[src/sls_pkg.sv]
package sls_pkg;
	// timing in ms, converted to 250 MHz cycles
	localparam int unsigned CLK_MHZ = 250;
	localparam int unsigned TICK_US = 1000;
	localparam int unsigned TICK_CYCLES = TICK_US * CLK_MHZ;
	localparam int unsigned HB_PERIOD_MS = 1000;
	localparam int unsigned HB_PULSE_MS = 100;
	localparam int unsigned FLASH_ON_MS = 200;
	localparam int unsigned FLASH_OFF_MS = 300;
	localparam int unsigned GROUP_PAUSE_MS = 1500;
	localparam int unsigned BLINK_HALF_MS = 500;
	localparam int unsigned STARTUP_STEP_MS = 250;
	localparam int unsigned STARTUP_STEPS = 4;
	// error classes as flash counts
	localparam logic [2:0] ERR_NONE = 3'h0;
	localparam logic [2:0] ERR_GENERAL = 3'h1;
	localparam logic [2:0] ERR_VOLTAGE = 3'h2;
	localparam logic [2:0] ERR_TEMP = 3'h3;
	localparam logic [2:0] ERR_OVERCUR = 3'h4;
	localparam logic [2:0] ERR_CTRL = 3'h5;
	localparam logic [2:0] ERR_WDOG = 3'h6;
	localparam int ERR_BITS = 6;
	localparam int DETAIL_W = 16;
	localparam int HIST_DEPTH = 8;
	// bicolour indicator drive
	typedef struct packed {
		logic green;
		logic red;
	} sls_led_t;
	// fault inputs, one bit per class (bit0 = general)
	typedef struct packed {
		logic [ERR_BITS-1:0] flags;
		logic [DETAIL_W-1:0] detail;
	} sls_fault_t;
	// network stack status
	typedef struct packed {
		logic ip_configured;
		logic conn_any;
		logic eo_timeout;
		logic eo_all_up;
	} sls_net_t;
endpackage

[src/sls_status_led.sv]
`timescale 1ns/1ps
`default_nettype none
module sls_status_led #(
	parameter int unsigned TICK_CYC = sls_pkg::TICK_CYCLES
) (
	input wire logic clk,
	input wire logic rst,
	input wire sls_pkg::sls_fault_t fault_in,
	input wire logic fault_reset,
	input wire logic temp_cool,
	input wire logic configured,
	input wire sls_pkg::sls_net_t net_in,
	output sls_pkg::sls_led_t power_status_indicator,
	output sls_pkg::sls_led_t module_led,
	output sls_pkg::sls_led_t network_led,
	output logic hist_we,
	output logic [2:0] hist_class,
	output logic [sls_pkg::DETAIL_W-1:0] hist_detail,
	output logic [$clog2(sls_pkg::HIST_DEPTH)-1:0] hist_count,
	output logic temp_lock
);
	localparam int CW = $clog2(TICK_CYC + 1);
	localparam int MW = 12;
	localparam int HW = $clog2(sls_pkg::HIST_DEPTH);
	typedef enum {SLS_ST_START, SLS_ST_WAIT, SLS_ST_RUN} sls_phase_t;
	typedef enum {SLS_P_IDLE, SLS_P_ON, SLS_P_OFF, SLS_P_PAUSE} sls_pwr_t;

	// millisecond tick
	logic [CW-1:0] tick_cnt_reg, tick_cnt_next;
	logic tick_reg, tick_next;
	always_comb begin
		tick_next = 1'b0;
		tick_cnt_next = tick_cnt_reg + CW'(1);
		if (tick_cnt_reg == CW'(TICK_CYC - 1)) begin
			tick_cnt_next = '0;
			tick_next = 1'b1;
		end
	end
	always_ff @(posedge clk) begin
		if (rst) begin
			tick_cnt_reg <= '0;
			tick_reg <= 1'b0;
		end else begin
			tick_cnt_reg <= tick_cnt_next;
			tick_reg <= tick_next;
		end
	end
	// slow blink and heartbeat counters in ms
	logic [MW-1:0] blink_ms_reg, blink_ms_next, hb_ms_reg, hb_ms_next;
	logic blink_reg, blink_next;
	always_comb begin
		blink_ms_next = blink_ms_reg;
		blink_next = blink_reg;
		hb_ms_next = hb_ms_reg;
		if (tick_reg) begin
			blink_ms_next = blink_ms_reg + MW'(1);
			if (blink_ms_reg == MW'(sls_pkg::BLINK_HALF_MS - 1)) begin
				blink_ms_next = '0;
				blink_next = ~blink_reg;
			end
			hb_ms_next = hb_ms_reg + MW'(1);
			if (hb_ms_reg == MW'(sls_pkg::HB_PERIOD_MS - 1)) begin
				hb_ms_next = '0;
			end
		end
	end
	always_ff @(posedge clk) begin
		if (rst) begin
			blink_ms_reg <= '0;
			blink_reg <= 1'b0;
			hb_ms_reg <= '0;
		end else begin
			blink_ms_reg <= blink_ms_next;
			blink_reg <= blink_next;
			hb_ms_reg <= hb_ms_next;
		end
	end
	// error register; only overtemperature is latched, and stays until cooled and fault reset
	logic [sls_pkg::ERR_BITS-1:0] err_reg, err_next, err_rise;
	logic [sls_pkg::ERR_BITS-1:0] flags_prev_reg;
	logic temp_lock_next;
	always_comb begin
		err_rise = fault_in.flags & ~flags_prev_reg;
		err_next = fault_in.flags;
		temp_lock_next = temp_lock;
		if (fault_reset && temp_cool) begin
			temp_lock_next = 1'b0;
		end
		if (fault_in.flags[sls_pkg::ERR_TEMP - 3'h1]) begin
			temp_lock_next = 1'b1; // set wins over reset
		end
		err_next[sls_pkg::ERR_TEMP - 3'h1] = temp_lock_next;
	end
	always_ff @(posedge clk) begin
		if (rst) begin
			err_reg <= '0;
			flags_prev_reg <= '0;
			temp_lock <= 1'b0;
		end else begin
			err_reg <= err_next;
			flags_prev_reg <= fault_in.flags;
			temp_lock <= temp_lock_next;
		end
	end

	// lowest active class selects the flash count
	logic [2:0] err_class;
	logic [2:0] rise_class;
	always_comb begin
		err_class = sls_pkg::ERR_NONE;
		rise_class = sls_pkg::ERR_NONE;
		for (int i = sls_pkg::ERR_BITS - 1; i >= 0; i--) begin
			if (err_reg[i]) begin
				err_class = 3'(i + 1);
			end
			if (err_rise[i]) begin
				rise_class = 3'(i + 1);
			end
		end
	end
	// error history write port with detail code
	logic hist_we_next;
	logic [HW-1:0] hist_count_next;
	always_comb begin
		hist_we_next = |err_rise;
		hist_count_next = hist_count + (hist_we_next ? HW'(1) : HW'(0));
	end
	always_ff @(posedge clk) begin
		if (rst) begin
			hist_we <= 1'b0;
			hist_class <= sls_pkg::ERR_NONE;
			hist_detail <= '0;
			hist_count <= '0;
		end else begin
			hist_we <= hist_we_next;
			hist_count <= hist_count_next;
			if (hist_we_next) begin
				hist_class <= rise_class;
				hist_detail <= fault_in.detail;
			end
		end
	end

	// power indicator flash groups
	sls_pwr_t pwr_reg, pwr_next;
	logic [MW-1:0] pms_reg, pms_next;
	logic [2:0] pleft_reg, pleft_next;
	always_comb begin
		pwr_next = pwr_reg;
		pms_next = tick_reg ? pms_reg + MW'(1) : pms_reg;
		pleft_next = pleft_reg;
		case (pwr_reg)
			SLS_P_IDLE: begin
				pms_next = '0;
				if (err_class != sls_pkg::ERR_NONE) begin
					pwr_next = SLS_P_ON;
					pleft_next = err_class;
				end
			end
			SLS_P_ON: begin
				if (pms_reg == MW'(sls_pkg::FLASH_ON_MS)) begin
					pwr_next = SLS_P_OFF;
					pms_next = '0;
					pleft_next = pleft_reg - 3'h1;
				end
			end
			SLS_P_OFF: begin
				if (pms_reg == MW'(sls_pkg::FLASH_OFF_MS)) begin
					pms_next = '0;
					pwr_next = (pleft_reg == 3'h0) ? SLS_P_PAUSE : SLS_P_ON;
				end
			end
			SLS_P_PAUSE: begin
				if (pms_reg == MW'(sls_pkg::GROUP_PAUSE_MS)) begin
					pwr_next = SLS_P_IDLE; // repeats while error persists
				end
			end
			default: pwr_next = SLS_P_IDLE;
		endcase
	end
	always_ff @(posedge clk) begin
		if (rst) begin
			pwr_reg <= SLS_P_IDLE;
			pms_reg <= '0;
			pleft_reg <= '0;
		end else begin
			pwr_reg <= pwr_next;
			pms_reg <= pms_next;
			pleft_reg <= pleft_next;
		end
	end
	// start-up sequence then wait for first connection
	sls_phase_t phase_reg, phase_next;
	logic [MW-1:0] sms_reg, sms_next;
	logic [2:0] sstep_reg, sstep_next;
	always_comb begin
		phase_next = phase_reg;
		sms_next = sms_reg;
		sstep_next = sstep_reg;
		case (phase_reg)
			SLS_ST_START: begin
				if (tick_reg) begin
					sms_next = sms_reg + MW'(1);
					if (sms_reg == MW'(sls_pkg::STARTUP_STEP_MS - 1)) begin
						sms_next = '0;
						sstep_next = sstep_reg + 3'h1;
						if (sstep_reg == 3'(sls_pkg::STARTUP_STEPS - 1)) begin
							phase_next = SLS_ST_WAIT;
						end
					end
				end
			end
			SLS_ST_WAIT: begin
				if (net_in.conn_any) begin
					phase_next = SLS_ST_RUN;
				end
			end
			SLS_ST_RUN: phase_next = SLS_ST_RUN;
			default: phase_next = SLS_ST_START;
		endcase
	end
	always_ff @(posedge clk) begin
		if (rst) begin
			phase_reg <= SLS_ST_START;
			sms_reg <= '0;
			sstep_reg <= '0;
		end else begin
			phase_reg <= phase_next;
			sms_reg <= sms_next;
			sstep_reg <= sstep_next;
		end
	end
	// owner timeout latch, cleared only when all owners are back
	logic eo_red_reg, eo_red_next;
	always_comb begin
		eo_red_next = eo_red_reg;
		if (net_in.eo_all_up) begin
			eo_red_next = 1'b0;
		end
		if (net_in.eo_timeout) begin
			eo_red_next = 1'b1;
		end
	end
	always_ff @(posedge clk) begin
		if (rst) begin
			eo_red_reg <= 1'b0;
		end else begin
			eo_red_reg <= eo_red_next;
		end
	end

	// indicator outputs
	sls_pkg::sls_led_t pwr_led_next, mod_led_next, net_led_next;
	always_comb begin
		pwr_led_next = '0;
		if (err_class != sls_pkg::ERR_NONE || pwr_reg != SLS_P_IDLE) begin
			pwr_led_next.red = (pwr_reg == SLS_P_ON);
		end else begin
			pwr_led_next.green = (hb_ms_reg < MW'(sls_pkg::HB_PULSE_MS));
		end
		mod_led_next = '0;
		net_led_next = '0;
		case (phase_reg)
			SLS_ST_START: begin
				mod_led_next = '{green: ~sstep_reg[0], red: sstep_reg[0]};
				net_led_next = mod_led_next;
			end
			SLS_ST_WAIT: begin
				mod_led_next.green = blink_reg;
				net_led_next.green = blink_reg;
			end
			default: begin
				mod_led_next.green = configured ? 1'b1 : blink_reg;
				if (!net_in.ip_configured) begin
					net_led_next = '0;
				end else if (eo_red_reg) begin
					net_led_next.red = blink_reg;
				end else if (net_in.conn_any) begin
					net_led_next.green = 1'b1;
				end else begin
					net_led_next.green = blink_reg;
				end
			end
		endcase
	end
	always_ff @(posedge clk) begin
		if (rst) begin
			power_status_indicator <= '0;
			module_led <= '0;
			network_led <= '0;
		end else begin
			power_status_indicator <= pwr_led_next;
			module_led <= mod_led_next;
			network_led <= net_led_next;
		end
	end
endmodule
`default_nettype wire

[config.mk]
export PLATFORM = sky130hd
export DESIGN_NAME = sls_status_led
export DESIGN_NICKNAME = d
export VERILOG_FILES = /design/src/sls_pkg.sv /design/src/sls_status_led.sv
export SDC_FILE = /design/constraint.sdc
export NUM_CORES = 1
export LEC_CHECK = 0
export ABC_AREA = 1
export BUFFER_PORTS_ARGS = -buffer_cell sky130_fd_sc_hd__buf_2
export CORE_AREA = 2 2 109 111
export CTS_CLUSTER_DIAMETER = 80
export DETAILED_ROUTE_END_ITERATION = 7
export DIE_AREA = 0 0 111 113
export GPL_ROUTABILITY_DRIVEN = 0
export PLACE_DENSITY_LB_ADDON = 0.2
export SLEW_MARGIN = 10
export SYNTH_ARGS = -nofsm -noshare
export SYNTH_HDL_FRONTEND = slang
export SYNTH_SLANG_ARGS = --single-unit
[constraint.sdc]
create_clock -name clk -period 2.3 [get_ports clk]
set_clock_uncertainty 0.1 [all_clocks]
set_input_delay 0.23 -clock clk [delete_from_list [all_inputs] [get_ports clk]]
set_output_delay 0.23 -clock clk [all_outputs]
set_load 0.1 [all_outputs]
==> impl_results.md <==
* Outcome: finished clean
* DIE AREA at 0.0125 sq mm
* Async set-reset flop share out of synthesis at 0
* Slew @ Worst Pin at 501 ps
* Clock Tree Buf Depth at 2
* DR WL/cell at 11.9 microns
* # diodes at 0
* Syn Nets at 772
* Ports at 61
* CTS Buf Count at 17
* Largest net degree at the start of global routing at 30
* Die Ht at 113 microns
* Period minus WS final at 1940 ps
* Row count at 39
* Syn. warnings at 0
* Sw frac at 0.289
* Layout cells sized above 1 at 0.135
* HPWL Detailed at 8130 microns
* Yosys reg bits at 115
* Worst vdd ir at 0.834 mV
* Most common cell in the netlist: nor2_1
* Overall global routing resource usage at 0.198
* RSZ-0062 raised after global routing: false
* H-tree Lvls at 4
* Top post-synthesis cells by area: dfxtp_1 44%, nor2_1 9.8%, nand2_1 8.9%, inv_1 7.1%, a21oi_1 3.6%
* Distinct cells, synth at 36
* Via/cell ratio at 4.94
* Synth area leader: dfxtp_1
* Max-cap violation count at 0
* CP startpoint kind: input port
* Port Buf Inserts at 60
* Synthesis-to-finish area growth at 24.6%
* Sequential share of power at 0.392
* CTS Sinks at 115
* Worst hold path type: in2reg
* Worst EP required at 2480 ps
* Critical path type: in2reg
* Starting Density at 0.462
* Routed Antenna Nets at 0
* P_int at 3.89 mW
* Initial DRC count at 245
* Pleak at 2.84 nW
* Drt drc at 0
* Combinational Power Share at 0.160
* Predominant post-synthesis flop cell: dfxtp_1
* Nets at 871
* Global-route wire length before repair at 20300 microns
* Initial antenna violation count at 0
* GRT overflow at 0
* Syn avg cell area at 7.18 sq um
* EDFF count, synth at 0
* Mapped Area at 0.00521 sq mm
* CTS resizes at 0
* Final setup viols at 0
* Final Max Tran Viols at 0
* # fillers at 987
* Critical Path Fanout Max at 18
* Clk slew on worst S/H paths at 50 ps
* F_max at 0.515 GHz
* Post-synth top cells: 136 x nor2_1, 123 x nand2_1, 115 x dfxtp_1
* Setup crit end kind: flop
* Vias in the first global route at 4656
* Die Span X at 111 microns
* PD cells at 842 mW/mm^2
* Clock share of power at 0.448
* Yosys top cell area share at 0.442
* DR vias at 4838
* Switch Pwr at 1.58 mW
* Cells after Synth at 726
* Max reg flops at 18
* WL final at 11600 microns
* Final worst path period share at 0.845
* Final TNS setup at 0 ps
* CTS tree: built
* Seq/Total Area, Yosys at 0.442
* Core area at 0.0113 sq mm
* Total power at 5.46 mW
* Worst-skew pair later-pin latency at 410 ps
* Fin. Hold Viols at 0
* Root buffer cell: clkbuf_16
* Relative slew margins at 0.668
* Worst EP arrival at 2130 ps
* DRT Pass-1 Iters at 5
==> path summary, 6_finish.rpt <==
path	from	to	slack, ps	cells after the start
setup / recovery	fault_in[18]	hist_count[2]$_SDFF_PP0_	360	11
hold reg to reg	tick_cnt_reg[0]$_SDFF_PP0_	tick_cnt_reg[0]$_SDFF_PP0_	340	1
setup reg to reg	phase_reg[0]$_SDFFE_PP0P_	sms_reg[6]$_SDFFE_PP0P_	450	7
hold / removal	configured	module_led[1]$_SDFF_PP0_	20	3
==> stage by stage <==
step	cell area [sq um]	hold slack [ps]	std cells	setup WS, ps	utilization
CTS	6490	0.202	980	367	0.576
detailed placement	5680	339	923	454	0.504
floorplan	5210	237	726	445	-
global route	6490	29.7	980	212	0.576
finish	6490	21.3	980	356	0.576
global placement	5680	329	923	535	0.504
==> layer usage <==
metal | global-route usage | part of all wire
met1 | 0.235 | 0.46
met2 | 0.333 | 0.48
met3 | 0.0546 | 0.040
met4 | 0.0950 | 0.018
met5 | 0 | 0
==> critical path: stages <==
cell and delay [ps]:
dlygate4sd3_1 530, buf_2 120, inv_1 90, or2_1 140, nand3_1 110, nor2_2 160, inv_2 150, ha_1 220
ha_1 180, xnor2_1 160, nor2_1 50
==> power by group through the flow <==
stage | Clock, mW | Combinational (mW) | Sequential (mW)
floorplan | 0 | 0.374 | 2.46
global placement | 0 | 0.811 | 2.18
detailed placement | 0 | 0.830 | 2.18
CTS | 2.52 | 0.877 | 2.14
global route | 2.60 | 0.955 | 2.15
finish | 2.45 | 0.872 | 2.14
==> layout make-up <==
cell class / count / area, sq um / share of cell area
clock buffers: 20 / 437 / 0.0673
clock inverters: 11 / 114 / 0.0175
multi-input cells: 496 / 2470 / 0.380
flip-flops and latches: 115 / 2300 / 0.355
well taps: 143 / 179 / 0.0276
repair buffers: 92 / 606 / 0.0933
inverters: 103 / 387 / 0.0595
==> placed cells by master, fill, tap and decap left out, drive strengths merged <==
master	instances
dlygate4sd3	26
nor3b	10
o21bai	1
clkinv	8
xnor2	5
xor2	14
nor2	145
clkinvlp	2
and3	1
o21ai	37
dfxtp	115
o211ai	3
and2	1
clkbuf	20
a211oi	3
o22ai	2
bufinv	2
nand4	20
nand3b	2
buf	66
nor3	23
inv	102
a21oi	38
nand2	124
o21a	1
nand3	36
or2	10
nor4	5
ha	15
==> what timing repair did <==
action | in CTS | in global routing
endpoints found under the hold margin | 24 | 0
hold buffers | 26 | 0
buffers inserted | 0 | 0
==> logic make-up after synthesis <==
kind of cell	share of synthesized area
adder cells (fa/ha/maj)	0.0360
AND/OR/NAND/NOR	0.320
XOR/XNOR	0.0319
buffers and inverters	0.0845
AO/OA/AOI/OAI	0.0860
flip-flops	0.442
(Power assumes the default switching activity.)
